===== config.mk =====
export PLATFORM = sky130hd
export DESIGN_NAME = liu_system_side_pins
export DESIGN_NICKNAME = d
export VERILOG_FILES = /design/src/hw/liu_system_side_pins.v
export VERILOG_INCLUDE_DIRS = /design/src /design/src/inc
export SDC_FILE = /design/constraint.sdc
export NUM_CORES = 1
export LEC_CHECK = 0
export BUFFER_PORTS_ARGS = -buffer_cell sky130_fd_sc_hd__buf_2
export CORE_MARGIN = 2
export CORE_UTILIZATION = 45
export CTS_BUF_LIST = sky130_fd_sc_hd__clkbuf_8
export DETAILED_ROUTE_END_ITERATION = 8
export GPL_ROUTABILITY_DRIVEN = 0
export PLACE_DENSITY = 0.71
export REMOVE_ABC_BUFFERS = 1
export SYNTH_ARGS = -nofsm -noshare
export SYNTH_HDL_FRONTEND = slang
export SYNTH_SLANG_ARGS = --single-unit

===== constraint.sdc =====
create_clock -name pclk -period 2 [get_ports pclk]
set_clock_uncertainty 0.05 [all_clocks]
set_input_delay 0.2 -clock pclk [delete_from_list [all_inputs] [get_ports pclk]]
set_output_delay 0.2 -clock pclk [all_outputs]
set_load 0.02 [all_outputs]

===== src/inc/liu_pins_map.vh =====
// Constants for the line interface system-side pin block.
// Assumes a 10 MHz pclk and an APB master on the register side.
`ifndef LIU_PINS_MAP_VH
`define LIU_PINS_MAP_VH
`define REG_CTRL 12'h000
`define REG_STATUS 12'h004
`define REG_INT_STAT 12'h008
`define REG_INT_MASK 12'h00c
`define CTRL_RX_EDGE 0
`define CTRL_TX_EDGE 1
`define CTRL_NRZ 2
`define CTRL_LOSS_SRC 3
`define CTRL_TX_SRC_LO 4
`define CTRL_TX_SRC_HI 5
`define CTRL_WIDTH 6
`define CTRL_RESET 6'h00
`define TXSRC_PIN 2'h0
`define TXSRC_MASTER 2'h1
`define TXSRC_RECOVERED 2'h2
`define EV_CARRIER 0
`define EV_TXSTALL 1
`define EV_ERROR 2
`define EV_WIDTH 3
`define STALL_NS 5000
`define PCLK_NS 100
`define STALL_CYCLES (`STALL_NS / `PCLK_NS)
`define STALL_WIDTH 6
`define CARRIER_LIMIT 8'h20
`endif


===== src/hw/liu_system_side_pins.v =====
// System-side pin logic of the line interface: data pins, clocks, loss output, bus flavour.
// Assumes pins and link clocks are asynchronous to pclk and are sampled here.
`default_nettype none
`include "liu_pins_map.vh"

// Contract
// - Parallel port uses strobe timing when flavour pin is 1, else read/write strobes.
// - Strobe flavour turns read, latch, write pins into data strobe, address strobe, direction.
// - Receive clock is recovered clock, or master-clock derived when line is silent.
// - Loss source select zero: loss output high during receive carrier loss.
// - Loss source select one: loss output high after five microseconds without transmit clock.
// - Pin-configured mode defaults loss source select to zero.
// - Receive data updates on rising clock edge if select is 0, falling if 1.
// - NRZ mode: data on positive pin, error pulses on negative pin.
// - Transmit data sampled on falling clock edge if select is 0, rising if 1.
// - Transmit clock comes from pin, master clock or recovered clock.
// - Tri-state input high releases only the receive clock, receive data and loss outputs.
// - Hardware reset clears every control bit to zero.
// - Parallel port is active only while upper interface select is 0.
// - Master reference clock drives recovery logic.
module liu_system_side_pins (
  input wire pclk,
  input wire presetn,
  input wire clk_en,
  input wire psel,
  input wire penable,
  input wire pwrite,
  input wire [11:0] paddr,
  input wire [31:0] pwdata,
  output reg [31:0] prdata,
  output reg pready,
  output reg pslverr,
  output reg irq,
  input wire hw_reset_n,
  input wire hw_mode,
  input wire tristate_ctrl,
  input wire bus_flavor_select,
  input wire bus_iface_select_hi,
  input wire read_or_data_strobe_n,
  input wire address_latch_strobe,
  input wire write_or_direction,
  output reg host_read_strobe,
  output reg host_write_strobe,
  output reg host_addr_strobe,
  output reg strobe_flavor,
  output reg parallel_active,
  input wire master_clock,
  input wire recovered_clock,
  input wire line_signal_present,
  input wire rx_pos_in,
  input wire rx_neg_in,
  input wire rx_error_in,
  output reg rx_line_clock,
  output reg rx_line_clock_oe,
  output reg rx_positive_data,
  output reg rx_negative_data,
  output reg rx_data_oe,
  input wire tx_line_clock,
  input wire tx_positive_data,
  input wire tx_negative_data,
  output reg tx_pos_sampled,
  output reg tx_neg_sampled,
  output reg tx_sample_valid,
  output reg loss_indicator_out,
  output reg loss_indicator_oe
);

  // ----------------------------------------
  // Input synchronisers
  // ----------------------------------------
  localparam NSYNC = 14;
  wire [NSYNC-1:0] raw_in;
  reg [NSYNC-1:0] sync_a;
  reg [NSYNC-1:0] sync_b;
  reg [NSYNC-1:0] prev_b;
  assign raw_in = {hw_reset_n, tristate_ctrl, bus_flavor_select, bus_iface_select_hi,
    read_or_data_strobe_n, address_latch_strobe, write_or_direction, master_clock,
    recovered_clock, line_signal_present, tx_line_clock, tx_positive_data,
    tx_negative_data, rx_error_in};
  always @(posedge pclk or negedge presetn) begin
    if (!presetn) begin
      sync_a <= {NSYNC{1'b0}};
      sync_b <= {NSYNC{1'b0}};
      prev_b <= {NSYNC{1'b0}};
    end else if (clk_en) begin
      sync_a <= raw_in;
      sync_b <= sync_a;
      prev_b <= sync_b;
    end
  end
  wire s_hw_reset_n_n = sync_b[13];
  wire s_tri = sync_b[12];
  wire s_flavor = sync_b[11];
  wire s_bus_iface_select_hi = sync_b[10];
  wire s_rd = sync_b[9];
  wire s_ale = sync_b[8];
  wire s_wr = sync_b[7];
  wire s_mclk = sync_b[6];
  wire s_rclk = sync_b[5];
  wire s_sig = sync_b[4];
  wire s_tx_line_clock = sync_b[3];
  wire s_tx_positive_data = sync_b[2];
  wire s_tx_negative_data = sync_b[1];
  wire s_err = sync_b[0];
  function rise_of;
    input cur;
    input prev;
    begin
      rise_of = cur & ~prev;
    end
  endfunction

  function fall_of;
    input cur;
    input prev;
    begin
      fall_of = ~cur & prev;
    end
  endfunction

  wire mclk_rise = rise_of(s_mclk, prev_b[6]);
  wire mclk_fall = fall_of(s_mclk, prev_b[6]);
  wire rclk_rise = rise_of(s_rclk, prev_b[5]);
  wire rclk_fall = fall_of(s_rclk, prev_b[5]);
  wire pin_tx_line_clock_rise = rise_of(s_tx_line_clock, prev_b[3]);
  wire pin_tx_line_clock_fall = fall_of(s_tx_line_clock, prev_b[3]);

  // ----------------------------------------
  // Mode pin and receive data synchronisers
  // ----------------------------------------
  reg [2:0] pin_a;
  reg [2:0] pin_b;
  always @(posedge pclk or negedge presetn) begin
    if (!presetn) begin
      pin_a <= 3'h0;
      pin_b <= 3'h0;
    end else if (clk_en) begin
      pin_a <= {hw_mode, rx_pos_in, rx_neg_in};
      pin_b <= pin_a;
    end
  end
  wire s_hw_mode = pin_b[2];
  wire s_rx_positive_data = pin_b[1];
  wire s_rx_negative_data = pin_b[0];

  // ----------------------------------------
  // Register file
  // ----------------------------------------
  reg [`CTRL_WIDTH-1:0] ctrl;
  reg [`EV_WIDTH-1:0] int_stat;
  reg [`EV_WIDTH-1:0] int_mask;
  reg [`EV_WIDTH-1:0] events;
  wire wr_cyc = psel & penable & pwrite & ~pready;
  wire rd_cyc = psel & penable & ~pwrite & ~pready;
  wire hw_clear = ~s_hw_reset_n_n | s_hw_mode;

  function known_addr;
    input [11:0] a;
    begin
      known_addr = (a == `REG_CTRL) | (a == `REG_STATUS) | (a == `REG_INT_STAT) |
        (a == `REG_INT_MASK);
    end
  endfunction

  function [31:0] read_word;
    input [11:0] a;
    input [`CTRL_WIDTH-1:0] c;
    input [`EV_WIDTH-1:0] st;
    input [`EV_WIDTH-1:0] is;
    input [`EV_WIDTH-1:0] im;
    begin
      case (a)
        `REG_CTRL: read_word = {{(32-`CTRL_WIDTH){1'b0}}, c};
        `REG_STATUS: read_word = {{(32-`EV_WIDTH){1'b0}}, st};
        `REG_INT_STAT: read_word = {{(32-`EV_WIDTH){1'b0}}, is};
        `REG_INT_MASK: read_word = {{(32-`EV_WIDTH){1'b0}}, im};
        default: read_word = 32'h00000000;
      endcase
    end
  endfunction

  reg rx_error_in_q;
  reg stall_flag;
  wire [`EV_WIDTH-1:0] cur_status = {rx_error_in_q, stall_flag, ~s_sig};

  always @(posedge pclk or negedge presetn) begin
    if (!presetn) begin
      ctrl <= `CTRL_RESET;
      int_stat <= {`EV_WIDTH{1'b0}};
      int_mask <= {`EV_WIDTH{1'b0}};
      prdata <= 32'h00000000;
      pready <= 1'b0;
      pslverr <= 1'b0;
      irq <= 1'b0;
    end else if (clk_en) begin
      pready <= (wr_cyc | rd_cyc);
      pslverr <= (wr_cyc | rd_cyc) & ~known_addr(paddr);
      if (hw_clear) begin
        ctrl <= `CTRL_RESET;
      end else if (wr_cyc && paddr == `REG_CTRL) begin
        ctrl <= pwdata[`CTRL_WIDTH-1:0];
      end
      if (wr_cyc && paddr == `REG_INT_MASK) begin
        int_mask <= pwdata[`EV_WIDTH-1:0];
      end
      if (wr_cyc && paddr == `REG_INT_STAT) begin
        int_stat <= (int_stat & ~pwdata[`EV_WIDTH-1:0]) | events;
      end else begin
        int_stat <= int_stat | events;
      end
      irq <= |(int_stat & int_mask);
      if (rd_cyc) begin
        prdata <= read_word(paddr, ctrl, cur_status, int_stat, int_mask);
      end
    end
  end

  wire rx_edge_sel = ctrl[`CTRL_RX_EDGE];
  wire tx_edge_sel = ctrl[`CTRL_TX_EDGE];
  wire nrz_mode_bit = ctrl[`CTRL_NRZ];
  wire loss_source_select = ctrl[`CTRL_LOSS_SRC];
  wire [1:0] tx_src = ctrl[`CTRL_TX_SRC_HI:`CTRL_TX_SRC_LO];

  // ----------------------------------------
  // Host bus flavour decode
  // ----------------------------------------
  wire par_on = ~s_bus_iface_select_hi;
  wire motor = s_flavor & par_on;
  always @(posedge pclk or negedge presetn) begin
    if (!presetn) begin
      host_read_strobe <= 1'b0;
      host_write_strobe <= 1'b0;
      host_addr_strobe <= 1'b0;
      strobe_flavor <= 1'b0;
      parallel_active <= 1'b0;
    end else if (clk_en) begin
      parallel_active <= par_on;
      strobe_flavor <= motor;
      host_addr_strobe <= par_on & s_ale;
      if (motor) begin
        host_read_strobe <= ~s_rd & s_wr;
        host_write_strobe <= ~s_rd & ~s_wr;
      end else begin
        host_read_strobe <= par_on & ~s_rd;
        host_write_strobe <= par_on & ~s_wr;
      end
    end
  end

  // ----------------------------------------
  // Receive clock and data
  // ----------------------------------------
  wire rx_ck = s_sig ? s_rclk : s_mclk;
  wire rx_rise = s_sig ? rclk_rise : mclk_rise;
  wire rx_fall = s_sig ? rclk_fall : mclk_fall;
  wire rx_upd = rx_edge_sel ? rx_fall : rx_rise;
  always @(posedge pclk or negedge presetn) begin
    if (!presetn) begin
      rx_line_clock <= 1'b0;
      rx_positive_data <= 1'b0;
      rx_negative_data <= 1'b0;
      rx_error_in_q <= 1'b0;
      rx_line_clock_oe <= 1'b0;
      rx_data_oe <= 1'b0;
      loss_indicator_oe <= 1'b0;
    end else if (clk_en) begin
      rx_line_clock <= rx_ck;
      rx_line_clock_oe <= ~s_tri;
      rx_data_oe <= ~s_tri;
      loss_indicator_oe <= ~s_tri;
      rx_error_in_q <= s_err;
      if (rx_upd) begin
        rx_positive_data <= s_rx_positive_data;
        rx_negative_data <= nrz_mode_bit ? s_err : s_rx_negative_data;
      end
    end
  end

  // ----------------------------------------
  // Transmit clock source and sampling
  // ----------------------------------------
  reg tx_rise;
  reg tx_fall;
  always @* begin
    case (tx_src)
      `TXSRC_MASTER: begin
        tx_rise = mclk_rise;
        tx_fall = mclk_fall;
      end
      `TXSRC_RECOVERED: begin
        tx_rise = rx_rise;
        tx_fall = rx_fall;
      end
      default: begin
        tx_rise = pin_tx_line_clock_rise;
        tx_fall = pin_tx_line_clock_fall;
      end
    endcase
  end
  wire tx_take = tx_edge_sel ? tx_rise : tx_fall;
  always @(posedge pclk or negedge presetn) begin
    if (!presetn) begin
      tx_pos_sampled <= 1'b0;
      tx_neg_sampled <= 1'b0;
      tx_sample_valid <= 1'b0;
    end else if (clk_en) begin
      tx_sample_valid <= tx_take;
      if (tx_take) begin
        tx_pos_sampled <= s_tx_positive_data;
        tx_neg_sampled <= s_tx_negative_data;
      end
    end
  end

  // ----------------------------------------
  // Loss indicator and events
  // ----------------------------------------
  reg [`STALL_WIDTH-1:0] stall_cnt;
  reg carrier_prev;
  reg stall_prev;
  always @(posedge pclk or negedge presetn) begin
    if (!presetn) begin
      stall_cnt <= {`STALL_WIDTH{1'b0}};
      stall_flag <= 1'b0;
      carrier_prev <= 1'b1;
      stall_prev <= 1'b0;
      events <= {`EV_WIDTH{1'b0}};
      loss_indicator_out <= 1'b0;
    end else if (clk_en) begin
      if (pin_tx_line_clock_rise | pin_tx_line_clock_fall) begin
        stall_cnt <= {`STALL_WIDTH{1'b0}};
        stall_flag <= 1'b0;
      end else if (stall_cnt == `STALL_CYCLES - 1) begin
        stall_flag <= 1'b1;
      end else begin
        stall_cnt <= stall_cnt + 1'b1;
      end
      carrier_prev <= ~s_sig;
      stall_prev <= stall_flag;
      events <= {s_err, stall_flag & ~stall_prev, ~s_sig & ~carrier_prev};
      loss_indicator_out <= loss_source_select ? stall_flag : ~s_sig;
    end
  end

endmodule // liu_system_side_pins
`default_nettype wire


==> results of run 1 <==
[path summary, 6_finish.rpt]
kind	startpoint	end	slack, ps
min reg2reg	sync_b[12]	loss_indicator_oe	410
max	ctrl[4]	tx_neg_sampled	180
min	hw_reset_n	sync_a[13]	20
max reg2reg	ctrl[4]	tx_neg_sampled	180
max in group asynchronous	presetn	prdata[5]	1050
min in group asynchronous	presetn	sync_a[10]	230
[area by class of cell]
class / count / area (um^2)
multi-input cells: 200 / 1550
repair buffers: 68 / 380
clock buffers: 10 / 138
fillers: 717 / 3840
well taps: 105 / 131
inverters: 21 / 78.8
flip-flops and latches: 83 / 2080
clock inverters: 6 / 105
[power groups by stage]
stage	clock network (mW)	registers (mW)	logic, mW
finish	1.45	2.04	0.726
global placement	0	2.06	0.709
detailed placement	0	2.07	0.732
CTS	1.47	2.04	0.735
global route	1.55	2.07	0.801
floorplan	0	2.14	0.365
[repair_timing]
item	CTS	global route
endpoints found under the hold margin	21	0
setup endpoints to repair	0	2
hold buffers	1	0
gates resized for setup	0	3
[synthesized netlist by cell type]
cell type / count / area share
buf_6: 1 / 0.0029
a222oi_1: 1 / 0.0026
clkbuf_1: 7 / 0.0068
or2_4: 1 / 0.0023
a32o_1: 1 / 0.0026
nand4_1: 1 / 0.0016
nor3_2: 1 / 0.0026
mux4_2: 4 / 0.023
nor2b_1: 5 / 0.0081
conb_1: 1 / 0.00097
nor2_1: 10 / 0.0097
mux2i_1: 3 / 0.0077
o22ai_1: 3 / 0.0048
nand3b_1: 3 / 0.0058
ha_1: 6 / 0.019
nand2_1: 24 / 0.023
buf_1: 1 / 0.00097
o21ai_0: 17 / 0.022
nand3_2: 1 / 0.0026
dfrtp_1: 82 / 0.53
a22o_1: 12 / 0.027
inv_1: 21 / 0.020
nor4b_2: 1 / 0.0039
buf_2: 2 / 0.0026
a211oi_1: 2 / 0.0039
o31ai_1: 2 / 0.0039
and4_1: 1 / 0.0023
nand2b_1: 3 / 0.0048
o41ai_1: 1 / 0.0023
nor4_4: 2 / 0.011
clkbuf_2: 1 / 0.0013
nand3_1: 2 / 0.0026
nand4b_1: 3 / 0.0068
o21ai_1: 1 / 0.0013
a311oi_1: 1 / 0.0023
nor3_1: 1 / 0.0013
nor4_2: 1 / 0.0032
a31oi_1: 1 / 0.0016
buf_4: 30 / 0.058
a21oi_1: 9 / 0.012
mux2_2: 48 / 0.14
nor3b_1: 1 / 0.0019
and3b_1: 1 / 0.0023
dfstp_2: 1 / 0.0068
[metal layers]
metal  vias to the layer above  global-route usage
met5                         -                   0
met4                         2              0.0466
met3                        10              0.0462
met2                        76               0.236
met1                      1235               0.208
li1                       1190                   -
[registers in the layout, indices dropped and copies added (netlist names), 4 cells and up]
signal,cells
stall_cnt,6
ctrl,6
prdata,6
prev_b,4
sync_b,14
sync_a,14
[cell families (layout without fill, tap and decap cells)]
family,count (synthesis),in the layout,share of synthesized area
buffers and inverters,63,105,0.0928
adders and majority gates,6,6,0.0193
other,1,26,0.000966
and+or+nand+nor,62,62,0.0957
muxes,55,55,0.170
AOI/OAI and AO/OA,51,51,0.0857
DFF,83,83,0.535
[per-stage QoR]
step                cells  setup slack, ps
floorplan             304              310
global placement      476              180
detailed placement    476             72.4
CTS                   493             64.6
global route          493             55.4
finish                493              176
==> metrics.csv, run 1 <==
stage,metric,value,unit
power_and_ir_drop,net switching power,1.14,mW
worst_setup_path,family with the most delay on the worst path,compound AO/OA/AOI/OAI gates,
floorplanning,area of the core,0.00830,mm^2
worst_setup_path,CP cell instances,inv_1 -> ha_1 -> nor2b_1 -> o21ai_1 -> a311oi_2 -> o21ai_2 -> mux2_2,
global_route,largest net degree at the start of global routing,82,
floorplanning,num ports,117,
global_route,vias in the first global route,2429,
placed_design,DP HPWL,4980,um
placed_design,DP Area,0.00420,mm^2
floorplanning,die footprint,0.00939,mm^2
finish,Final nets,456,
finish,Synth-to-Final Area Change,14.9,%
sta,"Setup violations, final",0,
clocking,Worst-Skew Late Latency,350,ps
clocking,Worst-path clk slew,80,ps
worst_setup_path,Critical Path Stages,7,
detailed_routing,met3 WL,366,um
sta,fin crit share,0.912,
finish,"commonest non-fill, non-tap cell in the layout",dfrtp_1,
sta,setup TNS,0,ps
clocking,CTS Buffer Depth,2,
placed_design,Port-buffer cells,64,
sta,Min Hold Slack,24.4,ps
global_route,initial antenna violation count,1,
detailed_routing,highest routed layer,met5,
yosys,mapped cell area,0.00388,mm^2
clocking,CTS Buf Count,9,
sta,Max Freq,548,MHz
yosys,Yosys reg bits,83,
power_and_ir_drop,combinational share of power,0.173,
worst_setup_path,CP startpoint kind,flop,
power_and_ir_drop,Lkg Pwr,2.10,nW
hold_path,Hold WC Path Type,primary input to flop,
floorplanning,die width,96.9,um
yosys,synth unique cells,44,
worst_setup_path,Crit path buffers/inverters,1,
worst_setup_path,CP max stage cell,dfrtp_1,
hold_path,WHS Path Cells,2,
detailed_routing,Antenna Violating Nets Remaining,0,
run,max cap viols,0,
sta,Final min period,1820,ps
worst_setup_path,CP Data Arrival Time,2010,ps
power_and_ir_drop,peak supply drop,407,uV
detailed_routing,Routed WL per cell,14.0,um
clocking,CTS tree,done,
yosys,Gate Count Post-Synth,321,
power_and_ir_drop,total power,4.21,mW
status,status,finished clean,
yosys,post-synthesis average cell area,12.1,um^2
power_and_ir_drop,Flop pwr share,0.484,
worst_setup_path,"slowest stage delay, CP",410,ps
sta,RSZ-0062 raised after global routing,false,
detailed_routing,initial drt markers,106,
finish,n_diodes,0,
power_and_ir_drop,sw frac,0.271,
worst_setup_path,WP data required,2190,ps
global_route,total grt overflow,0,
floorplanning,Rows,33,
clocking,clock sinks,83,
finish,layout cells sized above 1,0.369,
sta,Hold Fails Final Rpt,0,
clocking,Post-CTS Setup Repair Bufs,0,
floorplanning,effective utilization at floorplan,0.468,
global_route,gr usage total,0.152,
worst_setup_path,Crit Path Category,flop to flop,
worst_setup_path,R2R depth,7,
worst_setup_path,CP Max Fanout,4,
finish,"commonest non-fill, non-tap cells in the layout","dfrtp_1, buf_2, mux2_2",
clocking,clk root buf,clkbuf_8,
power_and_ir_drop,internal power,3.07,mW
worst_setup_path,critical path endpoint category,flop,
detailed_routing,first-pass iteration count of the detailed router,4,
sta,Final Max Slew Viols,0,
finish,Final Util,0.537,
finish,"Design Area, Final",0.00446,mm^2
clocking,H-tree levels,3,
detailed_routing,met2 WL,3240,um
yosys,Synth warnings,0,
yosys,"Seq/Total Area, Yosys",0.535,
detailed_routing,post-route DRC violation count,0,
power_and_ir_drop,Power Density,944,mW/mm^2
global_route,global-route wire length before repair,11700,um
detailed_routing,via density per instance,5.10,
power_and_ir_drop,clock network power share,0.344,
detailed_routing,DR vias,2513,
detailed_routing,Met1 Wirelength,3200,um
detailed_routing,WL final,6910,um
floorplanning,die height,96.9,um
No activity file was read; power rests on OpenSTA's default activity.
==> run 2: changes to the inputs <==
--- a/config.mk
+++ b/config.mk
@@ -7,6 +7,7 @@
 export NUM_CORES = 1
 export LEC_CHECK = 0
 export BUFFER_PORTS_ARGS = -buffer_cell sky130_fd_sc_hd__buf_2
+export CAP_MARGIN = 20
 export CORE_MARGIN = 2
 export CORE_UTILIZATION = 45
 export CTS_BUF_LIST = sky130_fd_sc_hd__clkbuf_8
==> constraint.sdc (replaced) <==
create_clock -name pclk -period 2 [get_ports pclk]
set_clock_uncertainty 0.05 [all_clocks]
set_input_delay 0.3 -clock pclk [delete_from_list [all_inputs] [get_ports pclk]]
set_output_delay 0.3 -clock pclk [all_outputs]
set_load 0.02 [all_outputs]
==> metrics.csv, run 2 (same netlist as run 1, synthesis figures left out) <==
stage,metric,value,unit
status,status,finished clean,
clocking,CTS Buffer Depth,2,
finish,"commonest non-fill, non-tap cells in the layout","dfrtp_1, buf_2, mux2_2",
clocking,Post-CTS Setup Repair Bufs,0,
worst_setup_path,Crit Path Category,flop to flop,
worst_setup_path,CP Data Arrival Time,2060,ps
placed_design,Port-buffer cells,64,
finish,"commonest non-fill, non-tap cell in the layout",dfrtp_1,
sta,"Setup violations, final",0,
worst_setup_path,CP startpoint kind,flop,
floorplanning,effective utilization at floorplan,0.468,
global_route,total grt overflow,0,
detailed_routing,first-pass iteration count of the detailed router,4,
sta,Worst Max-Slew Pin Slew,539,ps
sta,Final Max Slew Viols,0,
detailed_routing,via density per instance,5.02,
clocking,H-tree levels,3,
global_route,vias in the first global route,2462,
sta,fin crit share,0.932,
run,max cap viols,0,
floorplanning,num ports,117,
floorplanning,die footprint,0.00939,mm^2
floorplanning,Rows,33,
global_route,initial antenna violation count,0,
floorplanning,die width,96.9,um
clocking,clk root buf,clkbuf_8,
global_route,largest net degree at the start of global routing,82,
floorplanning,area of the core,0.00830,mm^2
detailed_routing,Antenna Violating Nets Remaining,0,
worst_setup_path,CP Max Fanout,4,
detailed_routing,DR vias,2477,
hold_path,Hold WC Path Type,primary input to flop,
sta,RSZ-0062 raised after global routing,false,
sta,Final min period,1860,ps
finish,Synth-to-Final Area Change,13.5,%
placed_design,DP HPWL,4950,um
power_and_ir_drop,Lkg Pwr,2.07,nW
power_and_ir_drop,peak supply drop,535,uV
finish,Final nets,456,
clocking,clock sinks,83,
clocking,CTS Buf Count,9,
placed_design,placed cells,476,
clocking,Worst-Skew Late Latency,350,ps
detailed_routing,initial drt markers,164,
sta,Hold Fails Final Rpt,0,
power_and_ir_drop,Power Density,889,mW/mm^2
finish,fin cells,493,
floorplanning,die height,96.9,um
sta,Min Hold Slack,122,ps
detailed_routing,post-route DRC violation count,0,
detailed_routing,Routed WL per cell,14.0,um
sta,Max Freq,537,MHz
sta,setup TNS,0,ps
clocking,CTS tree,done,
worst_setup_path,WP data required,2190,ps
finish,largest registers,"sync_a: 14 flops, sync_b: 14 flops",
worst_setup_path,critical path endpoint category,flop,
sta,Slew headroom,0.641,
global_route,gr usage total,0.155,
finish,layout cells sized above 1,0.371,
clocking,Worst-path clk slew,80,ps
global_route,global-route wire length before repair,11900,um
detailed_routing,WL final,6880,um
finish,n_diodes,0,
## run 2: stage by stage
step	util	area [um^2]	total power, mW	setup WS, ps
after floorplan	-	3690	2.50	310
after global placement	0.506	4200	2.76	179
after detailed placement	0.506	4200	2.80	42.3
after CTS	0.530	4400	3.97	35.0
after global routing	0.531	4410	4.15	11.8
final	0.531	4410	3.92	137
## run 2: path summary, 6_finish.rpt
path,cells past startpoint,start,to,slack [ps]
hold reg to reg,1,sync_b[12],loss_indicator_oe,420
setup reg to reg,7,ctrl[4],tx_pos_sampled,140
setup / recovery,7,ctrl[4],tx_pos_sampled,140
min in group asynchronous,2,presetn,sync_a[9],410
max in group asynchronous,3,presetn,carrier_prev,860
hold / removal,2,read_or_data_strobe_n,sync_a[9],120
## run 2: power by group
part           internal (mW)  switching [mW]  total, mW
clock                  0.536           0.619       1.16
combinational          0.324           0.402      0.726
sequential              1.89           0.148       2.04
## run 2: worst max-delay path, stage by stage, from the launching register on
cell,delay (ps)
dfrtp_1,410
inv_1,60
ha_1,220
nor2b_1,150
o21ai_0,180
a311oi_1,130
o21ai_2,210
mux2_2,360
## run 2: area by class of cell
class | instances | area (um^2)
Fill cell | 724 | 3890
Sequential cell | 83 | 2080
Multi-Input combinational cell | 200 | 1540
Timing Repair Buffer | 68 | 380
Clock buffer | 11 | 151
Tap cell | 105 | 131
Inverter | 21 | 78.8
Clock inverter | 5 | 43.8
## run 2: timing repair
item,in CTS,in global routing
resized for setup,0,1
endpoints found under the hold margin,39,0
endpoints found under the setup margin,0,2
hold buffers,1,0
## run 2: metal layers
layer,global-route usage,share of wire
met5,0,0
met4,0.0531,0.013
met3,0.0499,0.067
met2,0.235,0.47
met1,0.213,0.45
